===== src/verilog/sidc_pkg.sv =====
// constants, field layout and state types for the sync input delay control
// assumes a 100 MHz core clock and an AXI4-Lite register bus
package sidc_pkg;

  // core clock and delay line figures
  localparam int unsigned CLK_PERIOD_PS = 10000;
  localparam int unsigned TAP_COUNT     = 512;
  localparam int unsigned TAP_MIN_PS    = 1250;
  localparam int unsigned TAP_MAX_PS    = 7600;

  // register map, byte addresses
  localparam int unsigned ADDR_W      = 8;
  localparam logic [7:0]  CTRL_OFFSET = 8'h04;
  localparam logic [31:0] CTRL_RESET  = 32'h0000_0000;

  // field positions inside the control word
  localparam int unsigned SE_CYC_LSB   = 28;
  localparam int unsigned SE_TAP_LSB   = 16;
  localparam int unsigned DIFF_CYC_LSB = 12;
  localparam int unsigned LOAD_BIT     = 9;
  localparam int unsigned DIFF_TAP_LSB = 0;
  localparam logic [31:0] RSV_MASK     = 32'hce00_cc00;

  // bus responses
  localparam logic [1:0] RESP_OKAY   = 2'h0;
  localparam logic [1:0] RESP_SLVERR = 2'h2;

  // all state of the block, registered in one place
  typedef struct packed {
    logic [31:0] ctrl;
    logic        awrdy;
    logic        aw_ok;
    logic [7:0]  aw_addr;
    logic        wrdy;
    logic        w_ok;
    logic [31:0] w_data;
    logic [3:0]  w_strb;
    logic        bvalid;
    logic [1:0]  bresp;
    logic        arrdy;
    logic        rvalid;
    logic [31:0] rdata;
    logic [1:0]  rresp;
    logic        load_q;
    logic        load;
    logic [8:0]  tap_diff;
    logic [8:0]  tap_se;
    logic [1:0]  s_diff;
    logic [1:0]  s_se;
    logic [2:0]  h_diff;
    logic [2:0]  h_se;
    logic        out_diff;
    logic        out_se;
  } sidc_state_type;

endpackage


===== src/verilog/sidc_top.sv =====
// sync input delay control: one control word over AXI4-Lite, tap counts and
// a load strobe toward two external delay lines, and a whole-cycle delay on
// the two delayed sync inputs that come back from those lines.
// assumes the delay lines sit outside; their outputs are asynchronous here.
//
// Added by the designer: the AXI4-Lite register port.
`timescale 1ns/1ps
module sidc_top
  import sidc_pkg::*;
#(
  parameter int unsigned TAP_STEPS = TAP_COUNT
) (
  input  wire logic              aclk,
  input  wire logic              aresetn,
  input  wire logic [ADDR_W-1:0] awaddr,
  input  wire logic [2:0]        awprot,
  input  wire logic              awvalid,
  output logic                   awready,
  input  wire logic [31:0]       wdata,
  input  wire logic [3:0]        wstrb,
  input  wire logic              wvalid,
  output logic                   wready,
  output logic [1:0]             bresp,
  output logic                   bvalid,
  input  wire logic              bready,
  input  wire logic [ADDR_W-1:0] araddr,
  input  wire logic [2:0]        arprot,
  input  wire logic              arvalid,
  output logic                   arready,
  output logic [31:0]            rdata,
  output logic [1:0]             rresp,
  output logic                   rvalid,
  input  wire logic              rready,
  input  wire logic              sync_diff_tapped,
  input  wire logic              sync_se_tapped,
  output logic [8:0]             tap_diff_value,
  output logic [8:0]             tap_se_value,
  output logic                   tap_load_strobe,
  output logic                   pulse_per_second_diff,
  output logic                   pulse_per_second_se
);

  // the tap fields are 9 bits wide, so the delay line must have 512 steps
  generate
    if (TAP_STEPS != TAP_COUNT) begin : g_bad_taps
      $error("sidc_top: TAP_STEPS must be 512");
    end
  endgenerate

  sidc_state_type st_r;
  sidc_state_type st_nxt;

  // only the one control word is mapped; word alignment is required
  function automatic logic addr_hit(input logic [7:0] a);
    return a == CTRL_OFFSET;
  endfunction

  // byte-lane merge of a write, reserved bits forced back to zero
  function automatic logic [31:0] wmerge(input logic [31:0] old,
                                         input logic [31:0] d,
                                         input logic [3:0]  s);
    logic [31:0] v;
    v = old;
    for (int i = 0; i < 4; i++) begin
      if (s[i]) begin
        v[i*8 +: 8] = d[i*8 +: 8];
      end
    end
    return v & ~RSV_MASK;
  endfunction

  // pick the synchronised level now or 1..3 cycles back
  function automatic logic pick(input logic       now,
                                input logic [2:0] hist,
                                input logic [1:0] cyc);
    logic v;
    case (cyc)
      2'h0:    v = now;
      2'h1:    v = hist[0];
      2'h2:    v = hist[1];
      2'h3:    v = hist[2];
      default: v = now;
    endcase
    return v;
  endfunction

  // next-state logic: bus slave, load detection, cycle delay
  always_comb begin
    st_nxt = st_r;

    // address and data are taken independently, in either order
    if (st_r.awrdy && awvalid) begin
      st_nxt.aw_ok   = 1'b1;
      st_nxt.aw_addr = awaddr[7:0];
    end
    if (st_r.wrdy && wvalid) begin
      st_nxt.w_ok   = 1'b1;
      st_nxt.w_data = wdata;
      st_nxt.w_strb = wstrb;
    end
    if (st_r.bvalid && bready) begin
      st_nxt.bvalid = 1'b0;
    end

    // commit once both halves are held and no response is pending
    if (st_r.aw_ok && st_r.w_ok && !st_r.bvalid) begin
      st_nxt.aw_ok  = 1'b0;
      st_nxt.w_ok   = 1'b0;
      st_nxt.bvalid = 1'b1;
      if (addr_hit(st_r.aw_addr)) begin
        st_nxt.ctrl  = wmerge(st_r.ctrl, st_r.w_data, st_r.w_strb);
        st_nxt.bresp = RESP_OKAY;
      end else begin
        st_nxt.bresp = RESP_SLVERR;
      end
    end

    // reads answer one cycle after the address is taken
    if (st_r.rvalid && rready) begin
      st_nxt.rvalid = 1'b0;
    end
    if (st_r.arrdy && arvalid) begin
      st_nxt.rvalid = 1'b1;
      if (addr_hit(araddr[7:0])) begin
        st_nxt.rdata = st_r.ctrl & ~RSV_MASK;
        st_nxt.rresp = RESP_OKAY;
      end else begin
        st_nxt.rdata = 32'h0000_0000;
        st_nxt.rresp = RESP_SLVERR;
      end
    end

    // ready flags are registered so every output comes from a flop
    st_nxt.awrdy = !st_nxt.aw_ok && !st_nxt.bvalid;
    st_nxt.wrdy  = !st_nxt.w_ok && !st_nxt.bvalid;
    st_nxt.arrdy = !st_nxt.rvalid;

    // a 1-then-0 on the load bit moves both counts to the lines
    st_nxt.load_q = st_r.ctrl[LOAD_BIT];
    st_nxt.load   = st_r.load_q && !st_r.ctrl[LOAD_BIT];
    if (st_r.load_q && !st_r.ctrl[LOAD_BIT]) begin
      st_nxt.tap_diff = st_r.ctrl[DIFF_TAP_LSB +: 9];
      st_nxt.tap_se   = st_r.ctrl[SE_TAP_LSB +: 9];
    end

    // two flops per input; only the second feeds the history
    st_nxt.s_diff = {st_r.s_diff[0], sync_diff_tapped};
    st_nxt.s_se   = {st_r.s_se[0], sync_se_tapped};
    st_nxt.h_diff = {st_r.h_diff[1:0], st_r.s_diff[1]};
    st_nxt.h_se   = {st_r.h_se[1:0], st_r.s_se[1]};

    // whole-cycle delay applied after the tap stage
    st_nxt.out_diff = pick(st_r.s_diff[1], st_r.h_diff,
                           st_r.ctrl[DIFF_CYC_LSB +: 2]);
    st_nxt.out_se   = pick(st_r.s_se[1], st_r.h_se,
                           st_r.ctrl[SE_CYC_LSB +: 2]);
  end

  // state register; the control word starts with the load bit low
  always_ff @(posedge aclk) begin
    if (!aresetn) begin
      st_r      <= '0;
      st_r.ctrl <= CTRL_RESET;
    end else begin
      st_r <= st_nxt;
    end
  end

  // outputs straight from the state register
  assign awready               = st_r.awrdy;
  assign wready                = st_r.wrdy;
  assign bvalid                = st_r.bvalid;
  assign bresp                 = st_r.bresp;
  assign arready               = st_r.arrdy;
  assign rvalid                = st_r.rvalid;
  assign rdata                 = st_r.rdata;
  assign rresp                 = st_r.rresp;
  assign tap_diff_value        = st_r.tap_diff;
  assign tap_se_value          = st_r.tap_se;
  assign tap_load_strobe       = st_r.load;
  assign pulse_per_second_diff = st_r.out_diff;
  assign pulse_per_second_se   = st_r.out_se;
endmodule


===== config.mk =====
export PLATFORM = sky130hd
export DESIGN_NAME = sidc_top
export DESIGN_NICKNAME = d
export VERILOG_FILES = /design/src/verilog/sidc_pkg.sv /design/src/verilog/sidc_top.sv
export SDC_FILE = /design/constraint.sdc
export NUM_CORES = 1
export LEC_CHECK = 0
export ABC_AREA = 0
export BUFFER_PORTS_ARGS = -buffer_cell sky130_fd_sc_hd__clkbuf_2
export CORE_MARGIN = 2
export CORE_UTILIZATION = 40
export CTS_CLUSTER_DIAMETER = 30
export DETAILED_ROUTE_END_ITERATION = 10
export REMOVE_ABC_BUFFERS = 1
export SLEW_MARGIN = 20
export SYNTH_ARGS = -nofsm -noshare
export SYNTH_HDL_FRONTEND = slang
export SYNTH_SLANG_ARGS = --single-unit

===== constraint.sdc =====
create_clock -name aclk -period 2.1 [get_ports aclk]
set_clock_uncertainty 0.15 [all_clocks]
set_input_delay 0.42 -clock aclk [delete_from_list [all_inputs] [get_ports aclk]]
set_output_delay 0.42 -clock aclk [all_outputs]
set_load 0.02 [all_outputs]

==> reports/metrics.yaml, run 1 <==
cts_sinks: 122
placedCellCount: 718
worst_setup_hold_path_clk_slew_ps: 50
overflow_left_after_global_routing: 0
clk-insertion-delay-late_ps: 410
crit_required_ps: 2220
place.detailed.hpwl_mm: 6.90
commonest_non_fill_non_tap_cell_in_the_layout: "sky130_fd_sc_hd__nand2_1"
rr_endpoint: "st_r[132]"
first_global_vias: 3410
layout.filler_cells: 1096
num_rows: 39
reg2reg_slack_ps: 300
outcome: "completed"
synth-compound-area-share: 0.0896
grt_antenna_before_repair: 0
routed_via_density: 4.71
routedWlPerCell_um: 13.2
first_pass_grt_wire_length_mm: 16.2
tns_ps: 0
finalHoldViolCount: 0
crit_path_end: "st_r[132]"
cts_post_setup_buffers_inserted: 0
timing_max_transition_violations_final: 0
finish.utilization: 0.491
avgSynthCellArea_um2: 8.69
clock-root-buffer: "sky130_fd_sc_hd__clkbuf_16"
setup.worst_path.start_class: "register"
area_growth_syn_to_layout_pct: 20.8
drv_cap: 0
layout_worst_path_cycle_share: 0.857
cellLeakagePower_nw: 2.42
maximum_number_of_pins_on_one_net_before_global_route_repair: 36
synth_adder_area_share: 0
multi_input_area_um2: 1710
final-instance-count-excl-fill: 749
synth_top_family_by_area: "simple AND/OR/NAND/NOR gates"
post_route_cells_drive_above_1_share: 0.252
synthXorXnorAreaFrac: 0
synth_edf_count: 0
gpl.final_weighted_congestion: 0.733
area_share_of_the_leading_cell_type_in_the_synthesized_netlist: 0.528
totalPowerFinal_mw: 5.72
die_area_um2: 12400
initial_core_util: 0.407
mostFrequentLayoutCells: "sky130_fd_sc_hd__nand2_1, sky130_fd_sc_hd__dfxtp_1, sky130_fd_sc_hd__clkbuf_2"
netlist-cell-type-count: 28
post_layout_instance_area_um2: 5580
r2r_start: "st_r[112]"
power_density_over_cell_area_nw_per_um2: 1020
timing.critical_path.arrival_ps: 1920
netlist_area_um2: 4620
port_buffers: 102
cts_buffers: 17
synth_async_sr_flop_share: 0
regArea_um2: 2440
tritoncts: "built"
max-clock-path-buffers: 2
h_tree_levels: 4
grt_util_all_layers: 0.165
synth.yosys.seq_area_share: 0.528
fraction_of_the_mapped_netlist_area_in_simple_logic_gates: 0.209
vdd_ir_drop_max_v: 0.000467
hold_class: "input port to register"
design.final.nets: 661
setup-violations-final: 0
vias: 3530
ctsHoldBuffers: 0
post_cts_resize_count: 0
worstRegToRegCells: 3
grt_setup_unrepaired: "no"
netlist_instances: 532
design.portCount: 129
die_h_um: 112
path_max_fanout: 5
yosys.area.top_type: "sky130_fd_sc_hd__dfxtp_1"
ant_nets: 0
drt-initial-drc-count: 155
synth-main-ff-cell: "sky130_fd_sc_hd__dfxtp_1"
setup.worst_path.end_class: "register"
synth_area_leaders: "sky130_fd_sc_hd__dfxtp_1, sky130_fd_sc_hd__nand2_1, sky130_fd_sc_hd__buf_4"
floorplan.die.width_um: 112
yosys_register_bits: 122
first_pass_iteration_count_of_the_detailed_router: 4
placed_cell_areas_um2: 4950
clock.fmax_mhz: 556
yosysWarnings: 0
drcViolationCount: 0
yosys-mux-area-fraction: 0.0595
crit_path_start: "st_r[112]"
antenna_cells: 0
coreArea_um2: 11400
post-route-min-period_ps: 1800
crit_path_category: "register to register"
finalWirelength_mm: 9.86
cell type report:
cell class / instances / area share
Timing Repair Buffer: 115 / 0.111
Multi-Input combinational cell: 336 / 0.305
Clock inverter: 8 / 0.0251
Inverter: 2 / 0.00134
Clock buffer: 23 / 0.0874
Tap cell: 143 / 0.0320
Sequential cell: 122 / 0.437
Yosys cell counts (2+ instances only):
cell / instances
sky130_fd_sc_hd__nand2_1: 180
sky130_fd_sc_hd__dfxtp_1: 122
sky130_fd_sc_hd__a21oi_1: 56
sky130_fd_sc_hd__buf_4: 54
sky130_fd_sc_hd__o21ai_0: 24
sky130_fd_sc_hd__clkbuf_1: 23
sky130_fd_sc_hd__mux2i_1: 23
sky130_fd_sc_hd__and2_1: 15
sky130_fd_sc_hd__nor2_1: 5
sky130_fd_sc_hd__buf_1: 4
sky130_fd_sc_hd__nand2b_1: 3
sky130_fd_sc_hd__nand4_1: 3
sky130_fd_sc_hd__inv_1: 2
sky130_fd_sc_hd__mux4_2: 2
sky130_fd_sc_hd__nand4_4: 2
sky130_fd_sc_hd__nor3_1: 2
cells by family after synthesis:
group           after synthesis
compound gates               82
simple gates                218
buf+inv                      84
flops                       122
mux                          25
other cells                   1
sequential cells by signal, indices dropped and copies added, names as in the netlist:
register	count
awready	1
rdata	23
st_nxt	9
bresp	1
rresp	1
pulse_per_second_se	1
arready	1
tap_diff_value	9
pulse_per_second_diff	1
tap_load_strobe	1
rvalid	1
wready	1
st_r	62
tap_se_value	9
bvalid	1
worst min path at each step:
stage                           end  cells after the start      startpoint  slack, ps
after floorplan           st_nxt[2]                      1       st_nxt[9]        260
after global placement    st_nxt[2]                      1       st_nxt[9]        270
after detailed placement  st_nxt[2]                      1       st_nxt[9]        280
after CTS                  st_r[98]                      3       wdata[23]         70
after global routing       st_r[98]                      3       wdata[23]         80
final                     st_nxt[9]                      2  sync_se_tapped         80
routing by layer:
metal / wire (µm) / GRT usage / vias up
met5: 0 / 0 / -
met4: 195 / 0.0757 / 0
met3: 596 / 0.0528 / 14
met2: 4770 / 0.281 / 100
met1: 4300 / 0.188 / 1627
li1: - / - / 1789
critical path: stages (launching register included):
cell and delay [ps]:
sky130_fd_sc_hd__dfxtp_1 330, sky130_fd_sc_hd__nor4_4 500, sky130_fd_sc_hd__nand4_1 450, sky130_fd_sc_hd__mux2i_1 220
metrics by stage:
| step | setup slack [ps] | hold slack, ps |
|---|---|---|
| 2_1_floorplan | 361 | 262 |
| 3_3_place_gp | 344 | 271 |
| 3_5_place_dp | 321 | 277 |
| 4_1_cts | 290 | 66.8 |
| 5_1_grt | 166 | 77.9 |
| 6_report | 300 | 76.8 |
where the power goes:
group / internal (mW) / switching, mW / total [mW]
combinational: 0.102 / 0.172 / 0.274
clock: 2.09 / 0.946 / 3.04
sequential: 2.37 / 0.0311 / 2.40
Note: power is estimated with default switching activity, not from simulation.
==> run 2: changes to the inputs <==
--- a/config.mk
+++ b/config.mk
@@ -11,7 +11,6 @@
 export CORE_UTILIZATION = 40
 export CTS_CLUSTER_DIAMETER = 30
 export DETAILED_ROUTE_END_ITERATION = 10
-export REMOVE_ABC_BUFFERS = 1
 export SLEW_MARGIN = 20
 export SYNTH_ARGS = -nofsm -noshare
 export SYNTH_HDL_FRONTEND = slang
==> reports/metrics.yaml, run 2 (synthesized netlist as in run 1, its figures left out) <==
crit_path_category: "register to register"  # unchanged
routedWlPerCell_um: 13.1  # was 13.2 µm
cts_buffers: 17  # unchanged
setup.worst_path.start_class: "register"  # unchanged
path_max_fanout: 5  # unchanged
grt_setup_unrepaired: "no"  # unchanged
largest_register: "st_r"  # unchanged
largest_register_ffs: 62  # unchanged
finalHoldViolCount: 0  # unchanged
coreArea_um2: 11400  # unchanged
finalWirelength_mm: 9.77  # was 9.86 mm
design.final.nets: 659  # was 661
vias: 3452  # was 3,530
timing.critical_path.cells: "nor4b_4 > nand4_1 > mux2i_1"  # was nor4_4 > nand4_1 > mux2i_1
routed_via_density: 4.61  # was 4.71
clock-root-buffer: "sky130_fd_sc_hd__clkbuf_16"  # unchanged
tritoncts: "built"  # unchanged
grt_util_all_layers: 0.165  # about the same
floorplan.die.width_um: 112  # unchanged
layout_worst_path_cycle_share: 0.811  # was 0.857
place.detailed.hpwl_mm: 6.66  # was 6.90 mm
timing_max_transition_violations_final: 0  # unchanged
placedCellCount: 716  # was 718
design.portCount: 129  # unchanged
mostFrequentLayoutCells: "sky130_fd_sc_hd__nand2_1, sky130_fd_sc_hd__dfxtp_1, sky130_fd_sc_hd__clkbuf_2"  # unchanged
first_pass_grt_wire_length_mm: 16.2  # about the same
vdd_ir_drop_max_v: 0.000431  # was 0.000467 V
ctsHoldBuffers: 0  # unchanged
worst-slew-pin-transition_ps: 499
cts_sinks: 122  # unchanged
tns_ps: 0  # unchanged
clk-insertion-delay-late_ps: 410  # about the same
die_area_um2: 12400  # unchanged
port_buffers: 102  # unchanged
multi_input_area_um2: 1700  # was 1710 µm²
setup-violations-final: 0  # unchanged
first_global_vias: 3273  # was 3,410
power_density_over_cell_area_nw_per_um2: 1060  # was 1020 nW/µm²
overflow_left_after_global_routing: 0  # unchanged
layout.filler_cells: 1092  # was 1,096
first_pass_iteration_count_of_the_detailed_router: 4  # unchanged
slowest_stage_cell_cp: "sky130_fd_sc_hd__nor4b_4"  # was sky130_fd_sc_hd__nor4_4
timing.critical_path.arrival_ps: 1830  # was 1920 ps
clock.fmax_mhz: 587  # was 556 MHz
area_growth_syn_to_layout_pct: 21.3  # was 20.8%
regArea_um2: 2440  # unchanged
outcome: "completed"  # unchanged
ant_nets: 0  # unchanged
post_layout_instance_area_um2: 5610  # was 5580 µm²
post_route_cells_drive_above_1_share: 0.245  # was 0.252
drcViolationCount: 0  # unchanged
maximum_number_of_pins_on_one_net_before_global_route_repair: 45  # was 36
worst_setup_hold_path_clk_slew_ps: 50  # about the same
setup.worst_path.end_class: "register"  # unchanged
h_tree_levels: 4  # unchanged
hold_class: "input port to register"  # unchanged
drt-initial-drc-count: 160  # was 155
initial_core_util: 0.407  # unchanged
commonest_non_fill_non_tap_cell_in_the_layout: "sky130_fd_sc_hd__nand2_1"  # unchanged
cellLeakagePower_nw: 2.42  # about the same
max-clock-path-buffers: 2  # unchanged
post-route-min-period_ps: 1700  # was 1800 ps
final-instance-count-excl-fill: 748  # was 749
antenna_cells: 0  # unchanged
num_rows: 39  # unchanged
drv_cap: 0  # unchanged
cts_post_setup_buffers_inserted: 0  # unchanged
grt_antenna_before_repair: 0  # unchanged
placed_cell_areas_um2: 4940  # was 4950 µm²
gpl.final_weighted_congestion: 0.766  # was 0.733
reg2reg_slack_ps: 400  # was 300 ps
post_cts_resize_count: 0  # unchanged
cp_slowest_stage_delay_ps: 510  # was 500 ps
crit_required_ps: 2230  # was 2220 ps
die_h_um: 112  # unchanged
worst_path_dominant_cell_family: "simple AND/OR/NAND/NOR gates"  # unchanged
timing.critical_path.buf_inv: 0  # unchanged
slew-limit-headroom: 0.666
[run 2: cell count changes in the layout (fill, tap and decap cells not counted), sizes merged]
cell	previous run	this run
bufinv	4	6
buf	13	11
clkinv	4	1
clkbuf	125	127
[run 2: final timing paths]
kind                                      from        end  depth (start not counted)
worst max-delay path                 st_r[109]  st_r[131]                          3
worst min-delay path            sync_se_tapped  st_nxt[9]                          2
worst max register to register       st_r[109]  st_r[131]                          3
worst min register to register       st_nxt[9]  st_nxt[2]                          1
[run 2: area by class of cell]
type	instances	area share
flip-flops and latches	122	0.436
multi-input cells	336	0.304
repair buffers	113	0.108
clock buffers	25	0.0866
clock inverters	7	0.0330
well taps	143	0.0319
inverters	2	0.00134
[run 2: metal layers]
layer,up-vias,GRT usage,wire (µm)
met4,0,0.0568,106
met1,1576,0.215,4690
met3,10,0.0566,524
li1,1779,-,-
met2,87,0.257,4450
met5,-,0,0
[run 2: report_power, final]
group / switching (mW) / internal [mW] / leakage [nW]
sequential: 0.0311 / 2.37 / 0.989
combinational: 0.170 / 0.0989 / 1.11
clock: 0.955 / 2.32 / 0.326
total: 1.16 / 4.79 / 2.42
[run 2: stage by stage]
step | power, mW | hold slack [ps] | setup slack (ps) | utilization
after floorplan | 2.62 | 262 | 508 | -
after global placement | 2.71 | 266 | 399 | 0.434
after detailed placement | 2.72 | 271 | 373 | 0.434
after CTS | 6.00 | 46.9 | 369 | 0.493
after global routing | 6.15 | 71.6 | 268 | 0.493
final | 5.94 | 68.3 | 397 | 0.493
==> run 3: changes to the inputs <==
--- a/config.mk
+++ b/config.mk
@@ -5,7 +5,7 @@
 export SDC_FILE = /design/constraint.sdc
 export NUM_CORES = 1
 export LEC_CHECK = 0
-export ABC_AREA = 0
+export ABC_AREA = 1
 export BUFFER_PORTS_ARGS = -buffer_cell sky130_fd_sc_hd__clkbuf_2
 export CORE_MARGIN = 2
 export CORE_UTILIZATION = 40
==> constraint.sdc (replaced) <==
create_clock -name aclk -period 1.65 [get_ports aclk]
set_clock_uncertainty 0.15 [all_clocks]
set_input_delay 0.33 -clock aclk [delete_from_list [all_inputs] [get_ports aclk]]
set_output_delay 0.33 -clock aclk [all_outputs]
set_load 0.02 [all_outputs]
==> reports/metrics.yaml, run 3 <==
r2r_start: "bvalid"  # was st_r[109]
first_global_vias: 3641  # was 3,273
reg2reg_slack_ps: 200  # was 400 ps
ant_nets: 0  # unchanged
area_growth_syn_to_layout_pct: 18.7  # was 21.3%
synth_edf_count: 0  # unchanged
netlist-cell-type-count: 23  # was 28
finalWirelength_mm: 10.5  # was 9.77 mm
synth_async_sr_flop_share: 0  # unchanged
cellLeakagePower_nw: 2.53  # was 2.42 nW
commonest_non_fill_non_tap_cell_in_the_layout: "sky130_fd_sc_hd__dfxtp_1"  # was sky130_fd_sc_hd__nand2_1
overflow_left_after_global_routing: 0  # unchanged
first_pass_iteration_count_of_the_detailed_router: 4  # unchanged
tns_ps: 0  # unchanged
design.portCount: 129  # unchanged
floorplan.die.width_um: 116  # was 112 µm
max-clock-path-buffers: 2  # unchanged
rr_endpoint: "st_r[143]"  # was st_r[131]
crit_required_ps: 1790  # was 2230 ps
outcome: "completed"  # unchanged
post-route-min-period_ps: 1450  # was 1700 ps
post_cts_resize_count: 0  # unchanged
synthMostInstantiatedCell: "sky130_fd_sc_hd__dfxtp_1"  # was sky130_fd_sc_hd__nand2_1
clock-root-buffer: "sky130_fd_sc_hd__clkbuf_16"  # unchanged
synth-main-ff-cell: "sky130_fd_sc_hd__dfxtp_1"  # unchanged
grt_util_all_layers: 0.164  # was 0.165
grt_antenna_before_repair: 0  # unchanged
worst_setup_hold_path_clk_slew_ps: 50  # about the same
vdd_ir_drop_max_v: 0.000714  # was 0.000431 V
synth.yosys.seq_area_share: 0.491  # was 0.528
gpl.final_weighted_congestion: 0.775  # was 0.766
multi_input_area_um2: 1730  # was 1700 µm²
yosysWarnings: 0  # unchanged
layout.filler_cells: 1211  # was 1,092
synth_area_leaders: "sky130_fd_sc_hd__dfxtp_1, sky130_fd_sc_hd__a21oi_1, sky130_fd_sc_hd__buf_4"  # was sky130_fd_sc_hd__dfxtp_1, sky130_fd_sc_hd__nand2_1, sky130_fd_sc_hd__buf_4
crit_path_end: "st_r[143]"  # was st_r[131]
vias: 3962  # was 3,452
routed_via_density: 4.50  # was 4.61
port_buffers: 102  # unchanged
h_tree_levels: 4  # unchanged
setup.worst_path.start_class: "register"  # unchanged
area_share_of_the_leading_cell_type_in_the_synthesized_netlist: 0.491  # was 0.528
coreArea_um2: 12100  # was 11,400 µm²
totalPowerFinal_mw: 7.07  # was 5.94 mW
worstRegToRegCells: 6  # was 3
avgSynthCellArea_um2: 7.70  # was 8.69 µm²
crit_path_start: "bvalid"  # was st_r[109]
yosys.area.top_type: "sky130_fd_sc_hd__dfxtp_1"  # unchanged
place.detailed.hpwl_mm: 7.43  # was 6.66 mm
grt_setup_unrepaired: "no"  # unchanged
finalHoldViolCount: 0  # unchanged
design.final.nets: 768  # was 659
path_max_fanout: 6  # was 5
initial_core_util: 0.412  # was 0.407
num_rows: 40  # was 39
crit_path_category: "register to register"  # unchanged
setup.worst_path.end_class: "register"  # unchanged
largest_register: "st_r"  # unchanged
drv_cap: 0  # unchanged
tritoncts: "built"  # unchanged
netlist_instances: 646  # was 532
finish.utilization: 0.489  # was 0.493
timing.hold.ws_ps: 32.2  # was 68.3 ps
hold_class: "input port to register"  # unchanged
regArea_um2: 2440  # unchanged
die_area_um2: 13300  # was 12,400 µm²
die_h_um: 116  # was 112 µm
timing.critical_path.arrival_ps: 1590  # was 1830 ps
yosys_register_bits: 122  # unchanged
synth.top_cells.by_count: "sky130_fd_sc_hd__dfxtp_1, sky130_fd_sc_hd__a21oi_1, sky130_fd_sc_hd__nor2_1"  # was sky130_fd_sc_hd__nand2_1, sky130_fd_sc_hd__dfxtp_1, sky130_fd_sc_hd__a21oi_1
mostFrequentLayoutCells: "sky130_fd_sc_hd__dfxtp_1, sky130_fd_sc_hd__clkbuf_2, sky130_fd_sc_hd__a21oi_1"  # was sky130_fd_sc_hd__nand2_1, sky130_fd_sc_hd__dfxtp_1, sky130_fd_sc_hd__clkbuf_2
power_density_over_cell_area_nw_per_um2: 1200  # was 1060 nW/µm²
clk-insertion-delay-late_ps: 400  # was 410 ps
maximum_number_of_pins_on_one_net_before_global_route_repair: 56  # was 45
post_route_cells_drive_above_1_share: 0.213  # was 0.245
timing_max_transition_violations_final: 0  # unchanged
drt-initial-drc-count: 235  # was 160
first_pass_grt_wire_length_mm: 17.3  # was 16.2 mm
cts_buffers: 17  # unchanged
cts_sinks: 122  # unchanged
setup-violations-final: 0  # unchanged
antenna_cells: 0  # unchanged
drcViolationCount: 0  # unchanged
layout_worst_path_cycle_share: 0.879  # was 0.811
netlist_area_um2: 4970  # was 4620 µm²
clock.fmax_mhz: 690  # was 587 MHz
routedWlPerCell_um: 12.0  # was 13.1 µm
largest_register_ffs: 62  # unchanged
-- run 3: cell families after synthesis --
kind of cell | Yosys count | share of synthesized area
simple gates | 211 | 0.183
buf+inv | 159 | 0.170
other cells | 1 | 0.000754
flops | 122 | 0.491
compound gates | 153 | 0.155
-- run 3: critical path, cell delays in order, from the launching register on --
cell and delay, ps:
sky130_fd_sc_hd__dfxtp_1 310, sky130_fd_sc_hd__inv_1 100, sky130_fd_sc_hd__nand3_4 140, sky130_fd_sc_hd__nor2_1 380, sky130_fd_sc_hd__nand3_1 140, sky130_fd_sc_hd__nand2_1 80
sky130_fd_sc_hd__nor2_1 40
-- run 3: worst min path at each step --
stage / startpoint / to / slack [ps] / depth (start not counted)
final: awaddr[4] / st_r[113] / 30 / 3
after global placement: st_nxt[9] / st_nxt[2] / 260 / 2
after CTS: awaddr[4] / st_r[113] / 20 / 3
after floorplan: st_nxt[9] / st_nxt[2] / 240 / 2
after detailed placement: st_nxt[11] / st_nxt[5] / 250 / 2
after global routing: awaddr[5] / st_r[114] / 50 / 3
-- run 3: layer usage --
metal / share of wire / vias up / GRT usage / wire, µm
li1: - / 2105 / - / -
met1: 0.52 / 1732 / 0.238 / 5480
met2: 0.41 / 118 / 0.232 / 4350
met3: 0.058 / 7 / 0.0497 / 606
met4: 0.0086 / 0 / 0.0506 / 91
met5: 0 / - / 0 / 0
-- run 3: power breakdown --
part / switching [mW] / leakage (nW) / internal, mW
sequential: 0.0321 / 0.991 / 3.04
clock: 1.21 / 0.281 / 2.34
combinational: 0.283 / 1.26 / 0.159
total: 1.53 / 2.53 / 5.54
-- run 3: repair_timing --
| action | 4_1_cts | 5_1_grt |
|---|---|---|
| hold buffers | 2 | 0 |
| buffers inserted | 0 | 0 |
| endpoints found under the hold margin | 2 | 0 |
-- run 3: final cells by class --
| type | count | share of cell area |
|---|---|---|
| sequential | 122 | 0.414 |
| multi-input combinational | 375 | 0.293 |
| timing repair buffer | 117 | 0.115 |
| clock buffer | 26 | 0.0897 |
| inverter | 68 | 0.0432 |
| tap | 168 | 0.0356 |
| clock inverter | 5 | 0.00975 |
-- run 3: per-stage QoR --
step                setup slack, ps  cells  area [µm²]
floorplan                       306    656        5010
global placement                186    848        5300
detailed placement              157    848        5300
CTS                             213    881        5900
global route                   72.9    881        5900
finish                          200    881        5900
